<file path="src/rtl/tqsl_pkg.sv">
// Package for the torque-mode speed limiter: register map, defaults, types.
// Assumes a single 200 MHz clock and a plain strobe register port.
package tqsl_pkg;

  localparam int TQSL_AW = 6;
  localparam int TQSL_DW = 16;

  // Register word offsets
  localparam logic [5:0] TQSL_OFS_LIMIT_SRC   = 6'h00;
  localparam logic [5:0] TQSL_OFS_BASIC_CEIL  = 6'h01;
  localparam logic [5:0] TQSL_OFS_FB_MARGIN   = 6'h02;
  localparam logic [5:0] TQSL_OFS_SYS_MAX     = 6'h03;
  localparam logic [5:0] TQSL_OFS_SPD_GAIN_A  = 6'h04;
  localparam logic [5:0] TQSL_OFS_SPD_GAIN_B  = 6'h05;
  localparam logic [5:0] TQSL_OFS_INTEG_A     = 6'h06;
  localparam logic [5:0] TQSL_OFS_INTEG_B     = 6'h07;
  localparam logic [5:0] TQSL_OFS_POS_GAIN_A  = 6'h08;
  localparam logic [5:0] TQSL_OFS_POS_GAIN_B  = 6'h09;
  localparam logic [5:0] TQSL_OFS_INERTIA     = 6'h0A;
  localparam logic [5:0] TQSL_OFS_STRUCT_COEF = 6'h0B;
  localparam logic [5:0] TQSL_OFS_EFF_CEIL    = 6'h0C;
  localparam logic [5:0] TQSL_OFS_STATUS      = 6'h0D;
  localparam logic [5:0] TQSL_OFS_PRESET_BASE = 6'h10;

  // Ranges and defaults; tenth-unit values are scaled by ten
  localparam logic [15:0] TQSL_SRC_MAX       = 16'h0002;
  localparam logic [15:0] TQSL_SRC_DEF       = 16'h0000;
  localparam logic [15:0] TQSL_CEIL_MIN      = 16'h0000;
  localparam logic [15:0] TQSL_CEIL_MAX      = 16'h1388; // 5000
  localparam logic [15:0] TQSL_CEIL_DEF      = 16'h0BB8; // 3000
  localparam logic [15:0] TQSL_MARGIN_MIN    = 16'h0001;
  localparam logic [15:0] TQSL_MARGIN_MAX    = 16'h1388;
  localparam logic [15:0] TQSL_MARGIN_DEF    = 16'h005A; // 90
  localparam logic [15:0] TQSL_SYS_MAX_DEF   = 16'h1388;
  localparam logic [15:0] TQSL_SPD_GAIN_MIN  = 16'h0001;
  localparam logic [15:0] TQSL_SPD_GAIN_MAX  = 16'h0BB8; // 3000
  localparam logic [15:0] TQSL_SPD_GAIN_DEF  = 16'h0028; // 40
  localparam logic [15:0] TQSL_INTEG_MIN     = 16'h000A; // 1.0
  localparam logic [15:0] TQSL_INTEG_MAX     = 16'h2710; // 1000.0
  localparam logic [15:0] TQSL_INTEG_A_DEF   = 16'h00C8; // 20.0
  localparam logic [15:0] TQSL_INTEG_B_DEF   = 16'h0064; // 10.0
  localparam logic [15:0] TQSL_POS_GAIN_MIN  = 16'h0001;
  localparam logic [15:0] TQSL_POS_GAIN_MAX  = 16'h03E8; // 1000
  localparam logic [15:0] TQSL_POS_GAIN_DEF  = 16'h0028;
  localparam logic [15:0] TQSL_INERTIA_MIN   = 16'h0000;
  localparam logic [15:0] TQSL_INERTIA_MAX   = 16'h07D0; // 200.0
  localparam logic [15:0] TQSL_INERTIA_DEF   = 16'h000A; // 1.0
  localparam logic [15:0] TQSL_COEF_MAX      = 16'h0064; // 100
  localparam logic [15:0] TQSL_COEF_DEF      = 16'h0064;
  localparam logic [15:0] TQSL_PRESET_DEF    = 16'h0000;

  // Control update period
  localparam int TQSL_UPDATE_NS     = 10000;
  localparam int TQSL_CLK_NS        = 5;
  localparam int TQSL_UPDATE_CYCLES = TQSL_UPDATE_NS / TQSL_CLK_NS;

  typedef enum logic [1:0] {
    TQSL_SRC_BASIC,
    TQSL_SRC_ANALOG,
    TQSL_SRC_PRESET
  } tqsl_src_e;

  typedef enum logic [1:0] {
    TQSL_CTRL_IP,
    TQSL_CTRL_PDFF,
    TQSL_CTRL_PI
  } tqsl_ctrl_e;

  typedef struct packed {
    logic [15:0] speed_gain;
    logic [15:0] integ_time;
    logic [15:0] position_gain;
  } tqsl_gain_set_s;

  typedef struct packed {
    logic [15:0] ceiling;
    logic        over;
    logic [15:0] torque_scale;
  } tqsl_limit_s;

endpackage

</file>
<file path="src/rtl/tqsl_top.sv">
// Torque-mode speed limiter with speed/position loop parameter sets.
// Assumes a 200 MHz clock; preset-select inputs arrive from pins.
//
// The implementer's own choices: the register addresses and the strobed register port.
`timescale 1ns/1ps

module tqsl_top #(
  parameter int UPDATE_CYCLES = tqsl_pkg::TQSL_UPDATE_CYCLES
) (
  input  wire logic                        ref_clk_i,
  input  wire logic                        rst_n_i,
  input  wire logic [tqsl_pkg::TQSL_AW-1:0] reg_addr_i,
  input  wire logic [tqsl_pkg::TQSL_DW-1:0] reg_wdata_i,
  input  wire logic                        reg_wr_i,
  input  wire logic                        reg_rd_i,
  output logic      [tqsl_pkg::TQSL_DW-1:0] reg_rdata_o,
  input  wire logic                        preset_speed_sel_bit0_i,
  input  wire logic                        preset_speed_sel_bit1_i,
  input  wire logic                        preset_speed_sel_bit2_i,
  input  wire logic signed [15:0]          analog_speed_cmd_i,
  input  wire logic signed [15:0]          motor_speed_i,
  input  wire logic                        gain_set_sel_i,
  output logic [15:0]                      effective_ceiling_o,
  output logic                             overspeed_o,
  output logic [15:0]                      torque_scale_o,
  output tqsl_pkg::tqsl_gain_set_s         active_gains_o,
  output logic [15:0]                      inertia_ratio_o,
  output logic [15:0]                      pdff_coef_o,
  output tqsl_pkg::tqsl_ctrl_e             ctrl_structure_o
);
  import tqsl_pkg::*;

  function automatic logic [15:0] mag16(input logic signed [15:0] v);
    if (v[15]) begin
      mag16 = (v == 16'sh8000) ? 16'h7FFF : 16'(-v);
    end else begin
      mag16 = v;
    end
  endfunction

  function automatic logic [15:0] clamp16(input logic [15:0] v,
                                          input logic [15:0] lo,
                                          input logic [15:0] hi);
    if (v < lo) begin
      clamp16 = lo;
    end else if (v > hi) begin
      clamp16 = hi;
    end else begin
      clamp16 = v;
    end
  endfunction

  // Reset release
  logic rst_meta;
  logic rst_sync_n;
  always_ff @(posedge ref_clk_i or negedge rst_n_i) begin
    if (!rst_n_i) begin
      rst_meta   <= 1'b0;
      rst_sync_n <= 1'b0;
    end else begin
      rst_meta   <= 1'b1;
      rst_sync_n <= rst_meta;
    end
  end

  // Pin synchronisers for the preset-select inputs and gain select
  logic [3:0] pin_meta;
  logic [3:0] pin_sync;
  always_ff @(posedge ref_clk_i or negedge rst_sync_n) begin
    if (!rst_sync_n) begin
      pin_meta <= 4'h0;
      pin_sync <= 4'h0;
    end else begin
      pin_meta <= {gain_set_sel_i, preset_speed_sel_bit2_i,
                   preset_speed_sel_bit1_i, preset_speed_sel_bit0_i};
      pin_sync <= pin_meta;
    end
  end

  logic [2:0] preset_idx;
  assign preset_idx = pin_sync[2:0];

  // Parameter registers
  logic [1:0]  limit_source_select;
  logic [15:0] basic_speed_ceiling;
  logic [15:0] overspeed_feedback_margin;
  logic [15:0] system_max_speed;
  logic [15:0] speed_gain_set_a;
  logic [15:0] speed_gain_set_b;
  logic [15:0] speed_integ_time_set_a;
  logic [15:0] speed_integ_time_set_b;
  logic [15:0] position_gain_set_a;
  logic [15:0] position_gain_set_b;
  logic [15:0] inertia_ratio;
  logic [15:0] speed_ctrl_structure_coef;
  logic [15:0] preset_speed [8];

  logic [15:0] wd;
  assign wd = reg_wdata_i;

  // Writes outside a field's range are clamped, not rejected; system_max_speed is stored as written
  always_ff @(posedge ref_clk_i or negedge rst_sync_n) begin
    if (!rst_sync_n) begin
      limit_source_select       <= TQSL_SRC_DEF[1:0];
      basic_speed_ceiling       <= TQSL_CEIL_DEF;
      overspeed_feedback_margin <= TQSL_MARGIN_DEF;
      system_max_speed          <= TQSL_SYS_MAX_DEF;
      speed_gain_set_a          <= TQSL_SPD_GAIN_DEF;
      speed_gain_set_b          <= TQSL_SPD_GAIN_DEF;
      speed_integ_time_set_a    <= TQSL_INTEG_A_DEF;
      speed_integ_time_set_b    <= TQSL_INTEG_B_DEF;
      position_gain_set_a       <= TQSL_POS_GAIN_DEF;
      position_gain_set_b       <= TQSL_POS_GAIN_DEF;
      inertia_ratio             <= TQSL_INERTIA_DEF;
      speed_ctrl_structure_coef <= TQSL_COEF_DEF;
    end else if (reg_wr_i) begin
      if (reg_addr_i == TQSL_OFS_LIMIT_SRC) begin
        limit_source_select <= 2'(clamp16(wd, 16'h0, TQSL_SRC_MAX));
      end else if (reg_addr_i == TQSL_OFS_BASIC_CEIL) begin
        basic_speed_ceiling <= clamp16(wd, TQSL_CEIL_MIN, TQSL_CEIL_MAX);
      end else if (reg_addr_i == TQSL_OFS_FB_MARGIN) begin
        overspeed_feedback_margin <=
          clamp16(wd, TQSL_MARGIN_MIN, TQSL_MARGIN_MAX);
      end else if (reg_addr_i == TQSL_OFS_SYS_MAX) begin
        system_max_speed <= wd;
      end else if (reg_addr_i == TQSL_OFS_SPD_GAIN_A) begin
        speed_gain_set_a <= clamp16(wd, TQSL_SPD_GAIN_MIN, TQSL_SPD_GAIN_MAX);
      end else if (reg_addr_i == TQSL_OFS_SPD_GAIN_B) begin
        speed_gain_set_b <= clamp16(wd, TQSL_SPD_GAIN_MIN, TQSL_SPD_GAIN_MAX);
      end else if (reg_addr_i == TQSL_OFS_INTEG_A) begin
        speed_integ_time_set_a <= clamp16(wd, TQSL_INTEG_MIN, TQSL_INTEG_MAX);
      end else if (reg_addr_i == TQSL_OFS_INTEG_B) begin
        speed_integ_time_set_b <= clamp16(wd, TQSL_INTEG_MIN, TQSL_INTEG_MAX);
      end else if (reg_addr_i == TQSL_OFS_POS_GAIN_A) begin
        position_gain_set_a <=
          clamp16(wd, TQSL_POS_GAIN_MIN, TQSL_POS_GAIN_MAX);
      end else if (reg_addr_i == TQSL_OFS_POS_GAIN_B) begin
        position_gain_set_b <=
          clamp16(wd, TQSL_POS_GAIN_MIN, TQSL_POS_GAIN_MAX);
      end else if (reg_addr_i == TQSL_OFS_INERTIA) begin
        inertia_ratio <= clamp16(wd, TQSL_INERTIA_MIN, TQSL_INERTIA_MAX);
      end else if (reg_addr_i == TQSL_OFS_STRUCT_COEF) begin
        speed_ctrl_structure_coef <= clamp16(wd, 16'h0, TQSL_COEF_MAX);
      end
    end
  end

  // Preset speed table, eight words
  always_ff @(posedge ref_clk_i or negedge rst_sync_n) begin
    if (!rst_sync_n) begin
      for (int i = 0; i < 8; i++) begin
        preset_speed[i] <= TQSL_PRESET_DEF;
      end
    end else if (reg_wr_i && reg_addr_i[5:3] == TQSL_OFS_PRESET_BASE[5:3])
    begin
      preset_speed[reg_addr_i[2:0]] <= wd;
    end
  end

  // Update tick
  localparam int TW = $clog2(UPDATE_CYCLES + 1);
  logic [TW-1:0] tick_cnt;
  logic          tick;
  always_ff @(posedge ref_clk_i or negedge rst_sync_n) begin
    if (!rst_sync_n) begin
      tick_cnt <= '0;
      tick     <= 1'b0;
    end else if (tick_cnt == TW'(UPDATE_CYCLES - 1)) begin
      tick_cnt <= '0;
      tick     <= 1'b1;
    end else begin
      tick_cnt <= tick_cnt + 1'b1;
      tick     <= 1'b0;
    end
  end

  // Sampled operands; preset magnitude since ceilings ignore sign
  logic [15:0] speed_mag;
  logic [15:0] analog_mag;
  logic [15:0] preset_mag;
  always_ff @(posedge ref_clk_i or negedge rst_sync_n) begin
    if (!rst_sync_n) begin
      speed_mag  <= 16'h0;
      analog_mag <= 16'h0;
      preset_mag <= 16'h0;
    end else begin
      speed_mag  <= mag16(motor_speed_i);
      analog_mag <= mag16(analog_speed_cmd_i);
      preset_mag <= mag16(preset_speed[preset_idx]);
    end
  end

  tqsl_limit_s calc;
  tqsl_limit_calc u_calc (
    .src_i       (limit_source_select),
    .basic_i     (basic_speed_ceiling),
    .analog_i    (analog_mag),
    .preset_i    (preset_mag),
    .sys_max_i   (system_max_speed),
    .margin_i    (overspeed_feedback_margin),
    .speed_mag_i (speed_mag),
    .result_o    (calc)
  );

  always_ff @(posedge ref_clk_i or negedge rst_sync_n) begin
    if (!rst_sync_n) begin
      effective_ceiling_o <= TQSL_CEIL_DEF;
      overspeed_o         <= 1'b0;
      torque_scale_o      <= 16'hFFFF;
    end else if (tick) begin
      effective_ceiling_o <= calc.ceiling;
      overspeed_o         <= calc.over;
      torque_scale_o      <= calc.torque_scale;
    end
  end

  // Gain set and controller structure outputs
  always_ff @(posedge ref_clk_i or negedge rst_sync_n) begin
    if (!rst_sync_n) begin
      active_gains_o   <= '0;
      inertia_ratio_o  <= TQSL_INERTIA_DEF;
      pdff_coef_o      <= TQSL_COEF_DEF;
      ctrl_structure_o <= TQSL_CTRL_PI;
    end else begin
      if (pin_sync[3]) begin
        active_gains_o <= '{speed_integ_time_set_b == 16'h0 ? 16'h0 :
                            speed_gain_set_b, speed_integ_time_set_b,
                            position_gain_set_b};
      end else begin
        active_gains_o <= '{speed_gain_set_a, speed_integ_time_set_a,
                            position_gain_set_a};
      end
      inertia_ratio_o <= inertia_ratio;
      pdff_coef_o     <= speed_ctrl_structure_coef;
      if (speed_ctrl_structure_coef == 16'h0) begin
        ctrl_structure_o <= TQSL_CTRL_IP;
      end else if (speed_ctrl_structure_coef == TQSL_COEF_MAX) begin
        ctrl_structure_o <= TQSL_CTRL_PI;
      end else begin
        ctrl_structure_o <= TQSL_CTRL_PDFF;
      end
    end
  end

  // Register read, data in the following cycle; unmapped reads zero
  always_ff @(posedge ref_clk_i or negedge rst_sync_n) begin
    if (!rst_sync_n) begin
      reg_rdata_o <= 16'h0;
    end else if (reg_rd_i) begin
      if (reg_addr_i == TQSL_OFS_LIMIT_SRC) begin
        reg_rdata_o <= {14'h0, limit_source_select};
      end else if (reg_addr_i == TQSL_OFS_BASIC_CEIL) begin
        reg_rdata_o <= basic_speed_ceiling;
      end else if (reg_addr_i == TQSL_OFS_FB_MARGIN) begin
        reg_rdata_o <= overspeed_feedback_margin;
      end else if (reg_addr_i == TQSL_OFS_SYS_MAX) begin
        reg_rdata_o <= system_max_speed;
      end else if (reg_addr_i == TQSL_OFS_SPD_GAIN_A) begin
        reg_rdata_o <= speed_gain_set_a;
      end else if (reg_addr_i == TQSL_OFS_SPD_GAIN_B) begin
        reg_rdata_o <= speed_gain_set_b;
      end else if (reg_addr_i == TQSL_OFS_INTEG_A) begin
        reg_rdata_o <= speed_integ_time_set_a;
      end else if (reg_addr_i == TQSL_OFS_INTEG_B) begin
        reg_rdata_o <= speed_integ_time_set_b;
      end else if (reg_addr_i == TQSL_OFS_POS_GAIN_A) begin
        reg_rdata_o <= position_gain_set_a;
      end else if (reg_addr_i == TQSL_OFS_POS_GAIN_B) begin
        reg_rdata_o <= position_gain_set_b;
      end else if (reg_addr_i == TQSL_OFS_INERTIA) begin
        reg_rdata_o <= inertia_ratio;
      end else if (reg_addr_i == TQSL_OFS_STRUCT_COEF) begin
        reg_rdata_o <= speed_ctrl_structure_coef;
      end else if (reg_addr_i == TQSL_OFS_EFF_CEIL) begin
        reg_rdata_o <= effective_ceiling_o;
      end else if (reg_addr_i == TQSL_OFS_STATUS) begin
        reg_rdata_o <= {12'h0, preset_idx, overspeed_o};
      end else if (reg_addr_i[5:3] == TQSL_OFS_PRESET_BASE[5:3]) begin
        reg_rdata_o <= preset_speed[reg_addr_i[2:0]];
      end else begin
        reg_rdata_o <= 16'h0;
      end
    end else begin
      reg_rdata_o <= 16'h0;
    end
  end
endmodule

</file>
<file path="src/rtl/tqsl_limit_calc.sv">
// Combinational ceiling selection and overspeed feedback scaling.
// Assumes registered inputs from the same clock domain.
`timescale 1ns/1ps
module tqsl_limit_calc (
  input  wire logic [1:0]  src_i,
  input  wire logic [15:0] basic_i,
  input  wire logic [15:0] analog_i,
  input  wire logic [15:0] preset_i,
  input  wire logic [15:0] sys_max_i,
  input  wire logic [15:0] margin_i,
  input  wire logic [15:0] speed_mag_i,
  output tqsl_pkg::tqsl_limit_s result_o
);
  import tqsl_pkg::*;

  function automatic logic [15:0] min16(input logic [15:0] a,
                                        input logic [15:0] b);
    min16 = (a < b) ? a : b;
  endfunction

  logic [15:0] ceil;
  logic [16:0] excess;
  logic [31:0] num;
  logic [15:0] quot;

  always_comb begin
    ceil = basic_i;
    if (src_i == 2'(TQSL_SRC_ANALOG)) begin
      ceil = min16(basic_i, analog_i);
    end else if (src_i == 2'(TQSL_SRC_PRESET)) begin
      ceil = min16(basic_i, preset_i);
    end
    ceil = min16(ceil, sys_max_i);
  end

  // Linear falloff: full torque at the ceiling, zero one margin above it
  always_comb begin
    excess = {1'b0, speed_mag_i} - {1'b0, ceil};
    num    = 32'h0;
    quot   = 16'hFFFF;
    result_o.ceiling = ceil;
    result_o.over    = speed_mag_i > ceil;
    if (result_o.over) begin
      if (excess[15:0] >= margin_i) begin
        quot = 16'h0000;
      end else begin
        num  = {16'h0, margin_i - excess[15:0]} << 16;
        quot = 16'((num - 32'h1) / {16'h0, margin_i});
      end
    end
    result_o.torque_scale = quot;
  end
endmodule

</file>
<file path="config.mk">
export PLATFORM = sky130hd
export DESIGN_NAME = tqsl_top
export DESIGN_NICKNAME = d
export VERILOG_FILES = /design/src/rtl/tqsl_pkg.sv /design/src/rtl/tqsl_top.sv /design/src/rtl/tqsl_limit_calc.sv
export SDC_FILE = /design/constraint.sdc
export NUM_CORES = 2
export LEC_CHECK = 0
export BUFFER_PORTS_ARGS = -buffer_cell sky130_fd_sc_hd__clkbuf_2
export CORE_MARGIN = 5
export CORE_UTILIZATION = 50
export CTS_BUF_LIST = sky130_fd_sc_hd__clkbuf_2 sky130_fd_sc_hd__clkbuf_4 sky130_fd_sc_hd__clkbuf_8
export DETAILED_ROUTE_END_ITERATION = 8
export GPL_TIMING_DRIVEN = 0
export PLACE_DENSITY = 0.67
export SLEW_MARGIN = 20
export SYNTH_ARGS = -nofsm -noshare
export SYNTH_HDL_FRONTEND = slang
export SYNTH_SLANG_ARGS = --single-unit
</file>
<file path="constraint.sdc">
create_clock -name ref_clk_i -period 23.3 [get_ports ref_clk_i]
set_input_delay 0 -clock ref_clk_i [delete_from_list [all_inputs] [get_ports ref_clk_i]]
set_output_delay 0 -clock ref_clk_i [all_outputs]
set_load 0.02 [all_outputs]
</file>
==> results by stage <==
Timing:
- Setup repair after global routing could not meet its margin everywhere.
- The slew at the pin closest to its max-slew limit is 1.43 ns.
- The post-layout minimum cycle time is 104.13 ns.
- Between clock sinks in the finished design, the worst skew comes to 0.0491 ns.
- The total negative slack for setup checks is -864.86 ns.
- The final max-slew violation count is 0.
- The final number of setup-violating endpoints is 16.
- The highest attainable clock frequency is 9.60 MHz.
- The ratio of final minimum period to clock period is 447%.
- The worst pin sits at a relative slew slack of 4.40%.
- Across all setup checks in the final design, the least slack found is -80.83 ns.
- The final number of hold-violating endpoints came to 0.

Synth:
- After synthesis, the most frequently instantiated cells are nand2_1 (598), nor2_1 (572), a21oi_1 (481).
- Counting every instance in the synthesized netlist gives 6334.
- Yosys instantiated no cell more often than nand2_1.
- The number of different library cells used by synthesis comes to 149.
- Counting flops and latches in the post-synthesis netlist gives 507.
- The mean instance size in the synthesized netlist is 8.27 µm².
- For this run, the number of Yosys warnings is 0.
- The fraction of post-synthesis cell area in the top cell type by area is 21.2%.
- The dominant cell type by area after synthesis is dfrtp_1.
- Of the synthesized area, sequential elements account for 24.4%.
- By area the synthesized netlist is led by dfrtp_1 (21%), ha_1 (11%), mux2_2 (5.8%), a21oi_1 (4.6%), nand2_1 (4.3%).
- The fraction of synthesis flops using an asynchronous set or reset pin is 100%.
- Synthesis produced a netlist with a net count of 6855.
- The cell area that synthesis handed to floorplanning was 52400 µm².
- Counting flops with a built-in enable in the synthesized netlist gives 0.
- The most used flip-flop cell after synthesis is dfrtp_1.

Flow run:
- The tool flagged a number of max-cap violations equal to 0.

Critical path:
- The capturing element type of the critical path is a flip-flop.
- The dominant delay contributor by cell family on the critical path is compound AO/OA/AOI/OAI gates.
- The slack of the worst reg-to-reg path is -80.83 ns.
- The required time of the worst setup path is 23.94 ns.
- The worst register-to-register path has a depth of 710.
- The largest stage delay on the critical path is 0.49 ns.
- The cell type with the highest occurrence count on the critical path is buf_4.
- The cell at the slowest stage of the critical path is dfrtp_1.
- The critical path class is flip-flop to flip-flop.
- STA puts the critical path data arrival time at 104.76 ns.
- The number of buffer and inverter stages on the critical path is 241.
- Along the worst path, the maximum fanout reaches 8.
- In this run the number of cells on the critical path is 891.
- The worst setup path is launched from a flip-flop.

Placed design:
- The post-detailed-placement half-perimeter wirelength is 138 mm.
- The area of placed instances is 57000 µm².
- The congestion estimate from routability-driven global placement came to 0.987.
- Input and output buffers added on the ports amount to 183.
- Once placement completed, the tool counted placed cells totaling 7917.

Routing:
- After detailed routing, the average wire length per cell comes to 22.1 µm.
- The routed via count divided by cell count is 6.22.
- The wire length on met2 is 92.5 mm.
- The first TritonRoute pass finished after 8 iterations.
- The iteration-0 DRC count of the detailed router is 5187.
- The highest layer used for signal routing is met4.
- The detail route stage leaves a number of antenna-violating nets equal to 0.
- In the final routing, the length of wire on met1 measures 79.5 mm.
- The number of remaining DRC errors is 0.
- For this block, the via count after detailed routing is 55700.
- The routed length on met3 is 15.1 mm.
- The detailed-route wire length is 198 mm.

Final layout:
- The number of nets in the layout is 8023.
- The finished cells cover 68500 µm².
- The register with the most flip-flops in the layout has 128 of them.
- After the flow finishes, the layout carries non-filler instances totaling 8954.
- Relative to the synthesized area, the layout overhead comes to 30.8%.
- The post-route netlist has 30.4% of its cells at a drive strength greater than 1.
- The largest registers in the layout are preset_speed x128, active_gains_o x48.
- The register name with the most flops is preset_speed.

Run status:
- The final reports fail on setup timing.
- The flow ran to the end, but the final reports show violations.

Floorplan:
- The floorplan step defined a core boundary enclosing 104000 µm².
- The die extent in x is 334 µm.
- The vertical extent of the die is 334 µm.
- The die covers 111000 µm².
- Once the floorplan was initialized, standard cells occupied 50.5% of the core.
- The initialized floorplan defines 118 standard-cell rows.
- For this design the top-level I/O count stands at 193.

Clock network:
- In this run the deepest clock path goes through 3 buffers.
- The CTS sink count is 507.
- The clock tree from TritonCTS is built.
- For the worst-skew pair, the clock arrives at the later sink with an insertion delay of 0.76 ns.
- CTS built an H-tree with a depth of 3.
- The CTS buffer count is 85.
- After clock tree synthesis, the clock-pin slew on the worst setup and hold paths is 0.07 ns.
- The tree is rooted in a clkbuf_8.

Global route:
- The initial antenna violation count is 2.
- The via count of the first global-routing pass was 53200.
- The total grt overflow is 0.
- Entering global routing, the biggest net connects 58 pins.
- The wire length of the first global-routing pass is 297 mm.
- For this run, the total global-route usage over all layers was measured as 33.0%.

Min path:
- Along the worst hold path, the cell count comes to 3.
- The tightest min-delay check is of the input pin to flip-flop type.
-- layout by cell type, fill, tap and decap left out, types with 52 or more instances in the layout --
master,n
dlygate4sd3_1,106
a21oi_2,125
nand2_1,546
nor2b_1,52
nand2b_1,178
nand4_1,57
clkbuf_8,112
xnor2_1,162
nor2_1,527
clkbuf_1,123
nand3_1,187
o21ai_1,63
nor3_1,123
clkbuf_2,187
inv_1,277
mux2i_1,70
a21oi_1,340
xor2_1,150
dfrtp_1,441
a31oi_1,66
a21o_1,263
and2_1,81
ha_1,401
mux4_2,64
o21ai_0,302
buf_4,767
mux2_2,260
o21a_1,102
dfstp_2,64
and3_1,52
o21ai_2,66
-- per-layer routing --
layer	up-vias	GRT usage, %
met4	0	15.1
li1	25600	-
met2	2570	55.5
met3	648	4.95
met1	26800	42.0
met5	-	0
-- area by class of cell --
type,count,area [µm²]
antenna,2,5.00
fill,8412,35300
multi-input combinational,5295,40700
clock buffer,136,1700
clock inverter,21,282
tap,1380,1730
buffer,228,1760
sequential,507,12800
inverter,298,1120
timing repair buffer,1087,8480
-- tightest hold or removal path, stage by stage --
cell and delay (ns):
clkbuf_1 0.24, nand3_1 0.42, o31ai_1 0.11
-- logic make-up (layout without fill, tap and decap cells) --
family / after synthesis / count (layout) / share of synthesized area [%]
AND/OR/NAND/NOR: 2169 / 2170 / 20.3
AO/OA/AOI/OAI: 1899 / 1899 / 23.9
buffers and inverters: 533 / 1770 / 4.18
flip-flops: 507 / 507 / 24.4
adder cells (fa/ha/maj): 465 / 465 / 11.1
multiplexers: 424 / 424 / 10.3
XOR/XNOR: 336 / 336 / 5.78
other: 1 / 3 / 0.00716
-- repair_timing --
item / in CTS / in global routing
pin swaps: 259 / 446
buffers inserted: 514 / 260
gates resized for setup: 225 / 313
gates cloned: 0 / 10
endpoints found under the setup margin: 16 / 16
hold buffers: 106 / 0
endpoints found under the hold margin: 135 / 0
-- stage by stage --
stage               util (%)  hold slack (ns)  worst slack, ns
floorplan                  -           -0.296           -74.13
global placement        54.5           -0.214           -89.22
detailed placement      54.9           -0.213           -90.18
CTS                     62.7         0.000733           -80.03
global route            66.0           0.0559           -86.13
finish                  66.0           0.0586           -80.83
-- path summary, 6_finish.rpt --
| path | startpoint | to |
|---|---|---|
| worst max-delay path | basic_speed_ceiling[2] | torque_scale_o[0] |
| worst min-delay path | reg_wr_i | speed_gain_set_b[0] |
| worst max register to register | basic_speed_ceiling[2] | torque_scale_o[0] |
| worst min register to register | rst_sync_n | tick_cnt[8] |
| max in group asynchronous | rst_sync_n | speed_integ_time_set_b[5] |
| min in group asynchronous | rst_n_i | rst_sync_n |
Power is left out: the tool's default activity adds up to more than one toggle a clock period on the data nets, which glitch-free logic cannot reach.
